`src/rtl/spio_pkg.sv`:
```
package spio_pkg;

    // Register indices; byte address is four times the index
    localparam logic [3:0] IDX_A_LATCH = 4'h0;
    localparam logic [3:0] IDX_B_LATCH = 4'h1;
    localparam logic [3:0] IDX_C_LATCH = 4'h2;
    localparam logic [3:0] IDX_D_LATCH = 4'h3;
    localparam logic [3:0] IDX_A_DIR = 4'h4;
    localparam logic [3:0] IDX_B_DIR = 4'h5;
    localparam logic [3:0] IDX_C_DIR = 4'h6;
    localparam logic [3:0] IDX_D_DIR = 4'h7;
    localparam logic [3:0] IDX_E_LATCH = 4'h8;
    localparam logic [3:0] IDX_F_LATCH = 4'h9;
    localparam logic [3:0] IDX_GAP_LO = 4'hA;
    localparam logic [3:0] IDX_GAP_HI = 4'hB;
    localparam logic [3:0] IDX_E_DIR = 4'hC;
    localparam logic [3:0] IDX_F_DIR = 4'hD;
    localparam logic [3:0] IDX_LAST = 4'hD;

    // Per port tables, element 0 is port A
    localparam int NUM_PORTS = 6;
    localparam logic [5:0][3:0] LATCH_IDX = {
        IDX_F_LATCH, IDX_E_LATCH, IDX_D_LATCH, IDX_C_LATCH, IDX_B_LATCH, IDX_A_LATCH};
    localparam logic [5:0][3:0] DIR_IDX = {
        IDX_F_DIR, IDX_E_DIR, IDX_D_DIR, IDX_C_DIR, IDX_B_DIR, IDX_A_DIR};
    localparam logic [5:0][7:0] LATCH_MASK = {8'h0F, 8'hFF, 8'h7F, 8'h1F, 8'hFF, 8'hFF};
    localparam logic [5:0][7:0] DIR_MASK = {8'h0F, 8'hFF, 8'h7F, 8'h9F, 8'hFF, 8'hFF};
    localparam logic [5:0][7:0] PIN_MASK = {8'h0F, 8'hFF, 8'h7F, 8'h1F, 8'hFF, 8'hFF};
    localparam logic [7:0] DIR_RESET = 8'h00;

    // Special pins
    localparam int PORT_B = 1;
    localparam int PORT_C = 2;
    localparam int MCLK_EN_BIT = 7;
    localparam int MCLK_PIN = 2;

    // AXI4-Lite answers
    localparam logic [1:0] RESP_OKAY = 2'h0;
    localparam logic [1:0] RESP_SLVERR = 2'h2;

endpackage : spio_pkg

```
`src/rtl/spio_top.sv`:
```
`timescale 1ns/1ps
// Overview of operation
// - Forty pins in six ports, latch and direction
// - Each pin selectable input or output
// - Port A latch at 0x0000, kept by reset
// - Port B latch at 0x0001, kept by reset
// - Port C latch bits 4..0, upper read zero
// - Port D latch bits 6..0, bit 7 zero
// - Port A direction at 0x0004, eight bits
// - Port B direction at 0x0005, resets zero
// - Port C direction: clock enable, bits 4..0
// - Port D direction bits 6..0, reset zero
// - Port E latch at 0x0008, kept by reset
// - Port F latch bits 3..0, kept by reset
// - Port E direction at 0x000C, resets zero
// - Port F direction bits 3..0, reset zero
// - Read returns latch if output, else pin
// - Reset clears port A direction bits
// - ADC pin reads zero when input
// - Clock enable drives bus clock on pin
module spio_top #(
    parameter int ADDR_W = 8
) (
    input wire logic clk_in,
    input wire logic reset_in,
    input wire logic clk_en_in,
    input wire logic [ADDR_W-1:0] s_axi_awaddr,
    input wire logic [2:0] s_axi_awprot,
    input wire logic s_axi_awvalid,
    output logic s_axi_awready,
    input wire logic [31:0] s_axi_wdata,
    input wire logic [3:0] s_axi_wstrb,
    input wire logic s_axi_wvalid,
    output logic s_axi_wready,
    output logic [1:0] s_axi_bresp,
    output logic s_axi_bvalid,
    input wire logic s_axi_bready,
    input wire logic [ADDR_W-1:0] s_axi_araddr,
    input wire logic [2:0] s_axi_arprot,
    input wire logic s_axi_arvalid,
    output logic s_axi_arready,
    output logic [31:0] s_axi_rdata,
    output logic [1:0] s_axi_rresp,
    output logic s_axi_rvalid,
    input wire logic s_axi_rready,
    input wire logic [7:0] adc_select_in,
    input wire logic [7:0] port_a_pin_in,
    output logic [7:0] port_a_pin_out,
    output logic [7:0] port_a_pin_oe_out,
    input wire logic [7:0] port_b_pin_in,
    output logic [7:0] port_b_pin_out,
    output logic [7:0] port_b_pin_oe_out,
    input wire logic [4:0] port_c_pin_in,
    output logic [4:0] port_c_pin_out,
    output logic [4:0] port_c_pin_oe_out,
    input wire logic [6:0] port_d_pin_in,
    output logic [6:0] port_d_pin_out,
    output logic [6:0] port_d_pin_oe_out,
    input wire logic [7:0] port_e_pin_in,
    output logic [7:0] port_e_pin_out,
    output logic [7:0] port_e_pin_oe_out,
    input wire logic [3:0] port_f_pin_in,
    output logic [3:0] port_f_pin_out,
    output logic [3:0] port_f_pin_oe_out
);

    // Bus slave state
    logic aw_hold_q;
    logic [3:0] aw_idx_q;
    logic aw_map_q;
    logic w_hold_q;
    logic [7:0] w_data_q;
    logic w_lane_q;
    logic bvalid_q;
    logic [1:0] bresp_q;
    logic rvalid_q;
    logic [1:0] rresp_q;
    logic [31:0] rdata_q;

    // Port state, one entry per port
    logic [7:0] latch_q [spio_pkg::NUM_PORTS];
    logic [7:0] dir_q [spio_pkg::NUM_PORTS];
    logic [7:0] pin_w [spio_pkg::NUM_PORTS];
    logic [7:0] out_w [spio_pkg::NUM_PORTS];
    logic [7:0] oe_w [spio_pkg::NUM_PORTS];
    logic [7:0] rd_chain [spio_pkg::NUM_PORTS + 1];

    // Address decode
    wire [3:0] aw_idx = s_axi_awaddr[5:2];
    wire [3:0] ar_idx = s_axi_araddr[5:2];
    wire aw_fire = s_axi_awvalid && s_axi_awready;
    wire w_fire = s_axi_wvalid && s_axi_wready;
    wire ar_fire = s_axi_arvalid && s_axi_arready;
    wire aw_upper_zero = (s_axi_awaddr[ADDR_W-1:6] == '0) && (s_axi_awaddr[1:0] == 2'h0);
    wire ar_upper_zero = (s_axi_araddr[ADDR_W-1:6] == '0) && (s_axi_araddr[1:0] == 2'h0);
    wire aw_map = aw_upper_zero && (aw_idx <= spio_pkg::IDX_LAST)
        && (aw_idx != spio_pkg::IDX_GAP_LO) && (aw_idx != spio_pkg::IDX_GAP_HI);
    wire ar_map = ar_upper_zero && (ar_idx <= spio_pkg::IDX_LAST)
        && (ar_idx != spio_pkg::IDX_GAP_LO) && (ar_idx != spio_pkg::IDX_GAP_HI);
    wire do_write = clk_en_in && aw_hold_q && w_hold_q && !bvalid_q;
    wire wr_en = do_write && aw_map_q && w_lane_q;

    // Handshake outputs
    assign s_axi_awready = clk_en_in && !aw_hold_q;
    assign s_axi_wready = clk_en_in && !w_hold_q;
    assign s_axi_arready = clk_en_in && !rvalid_q;
    assign s_axi_bvalid = bvalid_q;
    assign s_axi_bresp = bresp_q;
    assign s_axi_rvalid = rvalid_q;
    assign s_axi_rresp = rresp_q;
    assign s_axi_rdata = rdata_q;

    // Write address and data are caught independently
    always_ff @(posedge clk_in) begin
        if (reset_in) begin
            aw_hold_q <= 1'b0;
            aw_idx_q <= 4'h0;
            aw_map_q <= 1'b0;
        end else if (aw_fire) begin
            aw_hold_q <= 1'b1;
            aw_idx_q <= aw_idx;
            aw_map_q <= aw_map;
        end else if (do_write) begin
            aw_hold_q <= 1'b0;
        end
    end

    always_ff @(posedge clk_in) begin
        if (reset_in) begin
            w_hold_q <= 1'b0;
            w_data_q <= 8'h00;
            w_lane_q <= 1'b0;
        end else if (w_fire) begin
            w_hold_q <= 1'b1;
            w_data_q <= s_axi_wdata[7:0];
            w_lane_q <= s_axi_wstrb[0];
        end else if (do_write) begin
            w_hold_q <= 1'b0;
        end
    end

    // Write response
    always_ff @(posedge clk_in) begin
        if (reset_in) begin
            bvalid_q <= 1'b0;
            bresp_q <= spio_pkg::RESP_OKAY;
        end else if (do_write) begin
            bvalid_q <= 1'b1;
            bresp_q <= aw_map_q ? spio_pkg::RESP_OKAY : spio_pkg::RESP_SLVERR;
        end else if (clk_en_in && s_axi_bready) begin
            bvalid_q <= 1'b0;
        end
    end

    // Read answer
    always_ff @(posedge clk_in) begin
        if (reset_in) begin
            rvalid_q <= 1'b0;
            rresp_q <= spio_pkg::RESP_OKAY;
            rdata_q <= 32'h0000_0000;
        end else if (ar_fire) begin
            rvalid_q <= 1'b1;
            rresp_q <= ar_map ? spio_pkg::RESP_OKAY : spio_pkg::RESP_SLVERR;
            rdata_q <= {24'h00_0000, rd_chain[spio_pkg::NUM_PORTS]};
        end else if (clk_en_in && s_axi_rready) begin
            rvalid_q <= 1'b0;
        end
    end

    // Pin inputs gathered to eight bits per port
    assign pin_w[0] = port_a_pin_in;
    assign pin_w[1] = port_b_pin_in;
    assign pin_w[2] = {3'h0, port_c_pin_in};
    assign pin_w[3] = {1'h0, port_d_pin_in};
    assign pin_w[4] = port_e_pin_in;
    assign pin_w[5] = {4'h0, port_f_pin_in};

    assign rd_chain[0] = 8'h00;

    // One latch and direction per port
    for (genvar p = 0; p < spio_pkg::NUM_PORTS; p++) begin : g_port
        wire wr_latch = wr_en && (aw_idx_q == spio_pkg::LATCH_IDX[p]);
        wire wr_dir = wr_en && (aw_idx_q == spio_pkg::DIR_IDX[p]);
        wire rd_latch = ar_map && (ar_idx == spio_pkg::LATCH_IDX[p]);
        wire rd_dir = ar_map && (ar_idx == spio_pkg::DIR_IDX[p]);
        wire [7:0] pmask = spio_pkg::PIN_MASK[p];
        wire [7:0] dir_pins = dir_q[p] & pmask;
        wire [7:0] adc_hide = (p == spio_pkg::PORT_B) ? adc_select_in : 8'h00;
        // Latch when output, pin when input
        wire [7:0] in_view = pin_w[p] & ~adc_hide;
        wire [7:0] data_view = ((latch_q[p] & dir_pins) | (in_view & ~dir_pins)) & pmask;
        wire [7:0] dir_view = dir_q[p] & spio_pkg::DIR_MASK[p];

        // Latches are not touched by reset
        always_ff @(posedge clk_in) begin
            if (wr_latch) begin
                latch_q[p] <= w_data_q & spio_pkg::LATCH_MASK[p];
            end
        end

        always_ff @(posedge clk_in) begin
            if (reset_in) begin
                dir_q[p] <= spio_pkg::DIR_RESET;
            end else if (wr_dir) begin
                dir_q[p] <= w_data_q & spio_pkg::DIR_MASK[p];
            end
        end

        // ADC pins read zero as inputs
        assign rd_chain[p + 1] = rd_chain[p]
            | (rd_latch ? data_view : 8'h00) | (rd_dir ? dir_view : 8'h00);
        assign out_w[p] = latch_q[p] & dir_pins;
        assign oe_w[p] = dir_pins & ~adc_hide;
    end

    assign port_a_pin_out = out_w[0];
    assign port_a_pin_oe_out = oe_w[0];
    assign port_b_pin_out = out_w[1];
    assign port_b_pin_oe_out = oe_w[1];
    assign port_d_pin_out = out_w[3][6:0];
    assign port_d_pin_oe_out = oe_w[3][6:0];
    assign port_e_pin_out = out_w[4];
    assign port_e_pin_oe_out = oe_w[4];
    assign port_f_pin_out = out_w[5][3:0];
    assign port_f_pin_oe_out = oe_w[5][3:0];

    // Bus clock replaces latch on pin two
    wire bus_clock_out_enable = dir_q[spio_pkg::PORT_C][spio_pkg::MCLK_EN_BIT];
    assign port_c_pin_out = bus_clock_out_enable
        ? {out_w[2][4:3], clk_in, out_w[2][1:0]} : out_w[2][4:0];
    assign port_c_pin_oe_out = bus_clock_out_enable
        ? {oe_w[2][4:3], 1'b1, oe_w[2][1:0]} : oe_w[2][4:0];

    // Assertions
    property p_reset_inputs;
        @(posedge clk_in) disable iff (reset_in)
        $fell(reset_in) |-> (port_a_pin_oe_out == 8'h00) && (port_b_pin_oe_out == 8'h00)
            && (port_c_pin_oe_out == 5'h00) && (port_f_pin_oe_out == 4'h0);
    endproperty
    a_reset_inputs: assert property (p_reset_inputs) else $error("pins not inputs after reset");

    property p_dir_a_oe;
        @(posedge clk_in) disable iff (reset_in)
        (wr_en && aw_idx_q == spio_pkg::IDX_A_DIR) |=> port_a_pin_oe_out == $past(w_data_q);
    endproperty
    a_dir_a_oe: assert property (p_dir_a_oe) else $error("port A enable not from write");

    property p_read_a;
        @(posedge clk_in) disable iff (reset_in)
        (ar_fire && ar_map && ar_idx == spio_pkg::IDX_A_LATCH) |=> s_axi_rvalid
            && s_axi_rdata[7:0] == $past((latch_q[0] & dir_q[0]) | (port_a_pin_in & ~dir_q[0]));
    endproperty
    a_read_a: assert property (p_read_a) else $error("port A read mixes wrong");

    property p_adc_zero;
        @(posedge clk_in) disable iff (reset_in)
        (ar_fire && ar_idx == spio_pkg::IDX_B_LATCH)
            |=> (s_axi_rdata[7:0] & $past(adc_select_in & ~dir_q[1])) == 8'h00;
    endproperty
    a_adc_zero: assert property (p_adc_zero) else $error("ADC pin read not zero");

    property p_mclk_drive;
        @(posedge clk_in) disable iff (reset_in)
        (wr_en && aw_idx_q == spio_pkg::IDX_C_DIR && w_data_q[7])
            |=> port_c_pin_oe_out[2];
    endproperty
    a_mclk_drive: assert property (p_mclk_drive) else $error("clock pin not driven");

    property p_c_reserved;
        @(posedge clk_in) disable iff (reset_in)
        (ar_fire && (ar_idx == spio_pkg::IDX_C_LATCH || ar_idx == spio_pkg::IDX_C_DIR))
            |=> s_axi_rdata[31:8] == 24'h00_0000 && s_axi_rdata[6:5] == 2'h0;
    endproperty
    a_c_reserved: assert property (p_c_reserved) else $error("port C reserved bits set");

    property p_df_reserved;
        @(posedge clk_in) disable iff (reset_in)
        (ar_fire && (ar_idx == spio_pkg::IDX_D_DIR || ar_idx == spio_pkg::IDX_F_DIR))
            |=> s_axi_rdata[7] == 1'b0 ##0 (!$past(ar_idx == spio_pkg::IDX_F_DIR)
            || s_axi_rdata[7:4] == 4'h0);
    endproperty
    a_df_reserved: assert property (p_df_reserved) else $error("direction reserved bit set");

    property p_gap;
        @(posedge clk_in) disable iff (reset_in)
        (ar_fire && (ar_idx == spio_pkg::IDX_GAP_LO || ar_idx == spio_pkg::IDX_GAP_HI))
            |=> s_axi_rresp == spio_pkg::RESP_SLVERR && s_axi_rdata == 32'h0000_0000;
    endproperty
    a_gap: assert property (p_gap) else $error("gap address answered as register");

    property p_bvalid_hold;
        @(posedge clk_in) disable iff (reset_in)
        (s_axi_bvalid && !s_axi_bready) |=> s_axi_bvalid && $stable(s_axi_bresp);
    endproperty
    a_bvalid_hold: assert property (p_bvalid_hold) else $error("write answer dropped");

    property p_latch_kept;
        @(posedge clk_in)
        (reset_in && !wr_en) |=> $stable(latch_q[4]);
    endproperty
    a_latch_kept: assert property (p_latch_kept) else $error("latch changed by reset");

    property p_freeze;
        @(posedge clk_in) disable iff (reset_in)
        !clk_en_in |=> $stable(s_axi_bvalid) && $stable(s_axi_rvalid) && $stable(dir_q[0]);
    endproperty
    a_freeze: assert property (p_freeze) else $error("state moved with enable low");

    property p_dir_f_oe;
        @(posedge clk_in) disable iff (reset_in)
        (wr_en && aw_idx_q == spio_pkg::IDX_F_DIR)
            |=> port_f_pin_oe_out == $past(w_data_q[3:0]);
    endproperty
    a_dir_f_oe: assert property (p_dir_f_oe) else $error("port F enable not from write");

    property p_latch_e;
        @(posedge clk_in) disable iff (reset_in)
        (wr_en && aw_idx_q == spio_pkg::IDX_E_LATCH) |=> latch_q[4] == $past(w_data_q);
    endproperty
    a_latch_e: assert property (p_latch_e) else $error("port E latch not written");

    property p_c_latch_mask;
        @(posedge clk_in) disable iff (reset_in)
        (wr_en && aw_idx_q == spio_pkg::IDX_C_LATCH) |=> latch_q[2][7:5] == 3'h0;
    endproperty
    a_c_latch_mask: assert property (p_c_latch_mask) else $error("port C upper bits kept");

    property p_read_b_dir;
        @(posedge clk_in) disable iff (reset_in)
        (ar_fire && ar_map && ar_idx == spio_pkg::IDX_B_DIR) |=> s_axi_rdata[7:0] == $past(dir_q[1]);
    endproperty
    a_read_b_dir: assert property (p_read_b_dir) else $error("port B direction read wrong");

    property p_reset_de;
        @(posedge clk_in) disable iff (reset_in)
        $fell(reset_in) |-> (port_d_pin_oe_out == 7'h00) && (port_e_pin_oe_out == 8'h00);
    endproperty
    a_reset_de: assert property (p_reset_de) else $error("port D or E driven after reset");

endmodule : spio_top

```
`config.mk`:
```
export PLATFORM = sky130hd
export DESIGN_NAME = spio_top
export DESIGN_NICKNAME = d
export VERILOG_FILES = /design/src/rtl/spio_pkg.sv /design/src/rtl/spio_top.sv
export SDC_FILE = /design/constraint.sdc
export NUM_CORES = 1
export LEC_CHECK = 0
export BUFFER_PORTS_ARGS = -buffer_cell sky130_fd_sc_hd__buf_2
export CAP_MARGIN = 20
export CORE_ASPECT_RATIO = 0.6
export CORE_MARGIN = 1.5
export CORE_UTILIZATION = 44
export DETAILED_ROUTE_END_ITERATION = 10
export PLACE_DENSITY = 0.76
export SKIP_CTS_REPAIR_TIMING = 1
export SYNTH_ARGS = -nofsm -noshare
export SYNTH_HDL_FRONTEND = slang
export SYNTH_SLANG_ARGS = --single-unit
```
`constraint.sdc`:
```
create_clock -name clk_in -period 2.2 [get_ports clk_in]
set_input_delay 0.22 -clock clk_in [delete_from_list [all_inputs] [get_ports clk_in]]
set_output_delay 0.22 -clock clk_in [all_outputs]
set_load 0.02 [all_outputs]
```
* Word-level counts from Yosys, hierarchy flattened
Memories as Yosys holds them, arrays and structs flattened. Cells that the tools add are included. W data, S select, Z words.
Word-level totals: RAM bits 96, register bits 30, memories kept 2, output and inout port bits 121, word-level logic and storage cells 225
Cells by class: eq/ne operators 26, muxes and demuxes 76, order comparisons 2, reduce and logical (&&, ||, !) cells 64, bitwise logic cells 44
Memory list:
- dir_q | words 6, width 8, rd ports 6, clocked after memory_dff 0, wr ports 6, RTL line spio_top.sv:82 | logic [7:0] dir_q [spio_pkg::NUM_PORTS];
- latch_q | words 6, width 8, rd ports 6, clocked after memory_dff 0, wr ports 1, RTL line spio_top.sv:81 | logic [7:0] latch_q [spio_pkg::NUM_PORTS];
Operators by type and width (count):
- $mux W8 | 18
- $or A8 B8 Y8 | 9
- $and A8 B8 Y8 | 8
- $logic_and A1 B1 Y1 | 45
- $mux W1 | 44
- $reduce_or A8 Y1 | 5
- $eq A4 B3 Y1 const B | 8
- $eq A4 B4 Y1 const B | 8
- $not A8 Y8 | 4
- $mux W3 | 7
- $eq A4 B2 Y1 const B | 4
- $ne A4 B4 Y1 const B | 4
- $or A8 B4 Y8 | 2
- $or A8 B7 Y8 | 2
- $and A7 B7 Y7 | 2
- $mux W7 | 2
- $and A5 B5 Y5 | 2
- $and A4 B4 Y4 | 2
- $eq A4 B1 Y1 const B | 2
- $le A4 B4 Y1 const B | 2
- $logic_not A2 Y1 | 4
- $logic_not A4 Y1 | 2
- $mux W4 | 2
- $or A8 B5 Y8 | 1
- other kinds (11) | 23

* Depth between registers and ports, before layout
depth in word-level cells 18, gate-level depth with buffers 7, mapped depth without buffers 5

==> metrics.csv <==
metric,value,unit
vias_per_cell,5.56,
cp-start-kind,flip-flop,
ys_warn_count,0,
synth-seq-cells,109,
num_antenna_cells,0,
finalCriticalPeriod,2080,ps
synth_ff_type,edfxtp_1,
r2r_setup_slack,120,ps
grt_overflow,0,
worstPathRequired,2370,ps
drv_cap,0,
path_depth,5,
clkLatencyLatePin,460,ps
wl_met3,1730,um
cpPeakStageDelay,370,ps
synthArstFlopShare,0,
grt_setup_unrepaired,false,
hold_viol_final,0,
worstReg2RegStart,s_axi_bvalid$_SDFFE_PP0P_,
cp_num_buf_inv,1,
setup_violations,0,
tightest_slew,779,ps
wl_met1,7950,um
drt_wl_total,17600,um
io_pins,235,
end_kind,flip-flop,
grt_first_pass_wirelength,26200,um
syn_inst,550,
syn_area,5680,um^2
syn_area_per_cell,10.3,um^2
num_vias,4969,
nets,837,
setup_slack,118,ps
power,4.90,mW
cts.clk_slew.worst_paths,80,ps
timing.hold.ws,4.44,ps
core,12300,um^2
grt_max_degree,37,
synth_top_family_by_area,simple AND/OR/NAND/NOR gates,
fin_crit_sh,0.947,
synthAdderAreaFrac,0,
synthSimpleGateAreaFrac,0.231,
slew_violations,0,
top_layer,met4,
drtIter0Drc,561,
dieArea,13600,um^2
wl_per_cell,19.7,um
drc,0,
p_leak,3.00,nW
r2r-end,latch_q[0][6]$_DFFE_PP_,
die_w,150,um
cp_cell_sequence,and4b_1 -> nand3_2 -> nor3_1 -> nor3b_2 -> buf_4,
fp-row-count,31,
cp.arrival,2250,ps
gp_congestion,0.931,
cp-endpoint,latch_q[0][6]$_DFFE_PP_,
syn2layout_area_growth,23.9,%
relSlewSlack,0.480,
max_freq,0.480,GHz
dp_hpwl,13600,um
pwr_density_cell,697,nW/um^2
critPathKind,flip-flop to flip-flop,
grt_antenna_before_repair,0,
fill_cells,1094,
crit_start,s_axi_bvalid$_SDFFE_PP0P_,
synth-compound-area-share,0.127,
cts_tree,yes,
final_layout_size_suffix_gt1_frac,0.334,
slowest_stage,and4b_1,
initial_utilization,0.460,
synthMuxAreaShare,0.0306,
ys_seq_area_frac,0.527,
antenna_left,0,
regArea,2990,um^2
utilization,0.570,
numPortBuffers,175,
worst_ir_drop_vdd,0.000454,V
first_pass_iters,5,
synth_edf_count,81,
die_height,91.0,um
crit_family,simple AND/OR/NAND/NOR gates,
skew,8.14,ps
worstPathMaxFanout,6,
run_status,completed,
grt_pass1_vias,4641,
wl_met2,7690,um
synth_cell_type_count,57,
synth_xor_area_frac,0,
grt.total_usage,0.262,
hold_path.class,primary input to flip-flop,
multi_input_area,2300,um^2
dp_slack,55.7,ps
reg2reg_depth,5,
[per-stage QoR]
stage	setup TNS [ps]	cell area [um^2]	std cells
floorplan	0	5770	575
global placement	0	6620	874
detailed placement	0	6620	874
CTS	-115	7030	893
global route	0	7030	893
finish	0	7030	893
[registers in the layout, indices dropped and copies added (netlist names)]
name          count
aw_hold_q         1
latch_q          40
s_axi_rresp       1
aw_map_q          1
w_hold_q          1
w_lane_q          1
w_data_q          8
dir_q            41
s_axi_rvalid      1
s_axi_rdata       8
aw_idx_q          4
s_axi_bvalid      1
s_axi_bresp       1
[placed cells by master (no fill, tap or decap), drive strengths merged, types with 2 or more instances in the layout]
master	Yosys	layout
nand2	36	36
a21o	4	4
and2	80	80
a31o	3	3
a22oi	3	3
dfxtp	28	28
mux2	5	5
inv	16	20
a221oi	2	2
nand2b	5	5
or3	2	2
a311oi	5	5
o21bai	3	3
nor3b	9	9
nand3	18	18
nor2	35	35
a31oi	4	4
clkbuf	15	15
nor2b	17	17
buf	50	199
or2	4	4
edfxtp	81	81
o32ai	3	3
a21oi	40	40
mux2i	5	5
o2111ai	2	2
mux4	3	3
conb	1	26
nand3b	2	2
o21a	5	5
a211oi	8	8
or4	3	3
nor3	10	10
nor4	4	4
o21ai	25	25
[logic make-up after synthesis]
group,count (synthesis)
other cells,1
mux,13
buf+inv,81
compound gates,114
simple gates,232
flops,109
[cell type report]
cell class                 instances  share of cell area
inverter                          16             0.00854
clock buffer                      16              0.0541
clock inverter                     4             0.00534
sequential                       109               0.426
timing repair buffer             198               0.149
multi-input combinational        385               0.328
tap                              165              0.0294
[worst min path at each step]
stage | from | end | slack (ps) | cells past startpoint
2_1_floorplan | s_axi_wstrb[0] | w_lane_q$_SDFFE_PP0P_ | 370 | 2
3_3_place_gp | clk_in | port_c_pin_out[2] | 450 | 3
3_5_place_dp | clk_in | port_c_pin_out[2] | 450 | 3
4_1_cts | s_axi_wdata[4] | w_data_q[4]$_SDFFE_PP0P_ | -4 | 3
5_1_grt | s_axi_wdata[2] | w_data_q[2]$_SDFFE_PP0P_ | 20 | 3
6_report | s_axi_wdata[3] | w_data_q[3]$_SDFFE_PP0P_ | 4 | 3
[cell usage after synthesis (4+ instances only)]
| master | number | area, um^2 |
|---|---|---|
| a211oi_1 | 8 | 60.1 |
| or2_2 | 4 | 25.0 |
| buf_4 | 45 | 338 |
| nand2b_1 | 5 | 31.3 |
| nor3b_1 | 9 | 67.6 |
| nand3_1 | 17 | 85.1 |
| mux2_2 | 5 | 56.3 |
| o21ai_0 | 25 | 125 |
| a311oi_1 | 5 | 43.8 |
| o21a_1 | 5 | 37.5 |
| nand2_1 | 35 | 131 |
| a31oi_1 | 4 | 25.0 |
| a21o_1 | 4 | 30.0 |
| mux2i_1 | 5 | 50.1 |
| edfxtp_1 | 81 | 2430 |
| nor2b_1 | 17 | 106 |
| nor2_1 | 34 | 128 |
| clkbuf_1 | 15 | 56.3 |
| nor3_1 | 8 | 40.0 |
| a21oi_1 | 40 | 200 |
| dfxtp_1 | 28 | 561 |
| inv_1 | 16 | 60.1 |
| and2_1 | 80 | 500 |
[report_power, final]
group          switching [mW]  internal [mW]
Combinational           0.319          0.189
Sequential             0.0831           2.25
Clock                   0.823           1.23
[layer usage]
| metal | vias to the layer above | GRT usage |
|---|---|---|
| met4 | 0 | 0.0627 |
| met5 | - | 0 |
| met3 | 35 | 0.0613 |
| met2 | 279 | 0.386 |
| li1 | 2251 | - |
| met1 | 2404 | 0.387 |
[worst register-to-register path, cell delays in order (launching register included)]
cell and delay, ps:
dfxtp_1 330, and4b_1 370, nand3_2 170, nor3_1 310, nor3b_2 360, buf_4 250
Note: power is estimated with default switching activity, not from simulation.
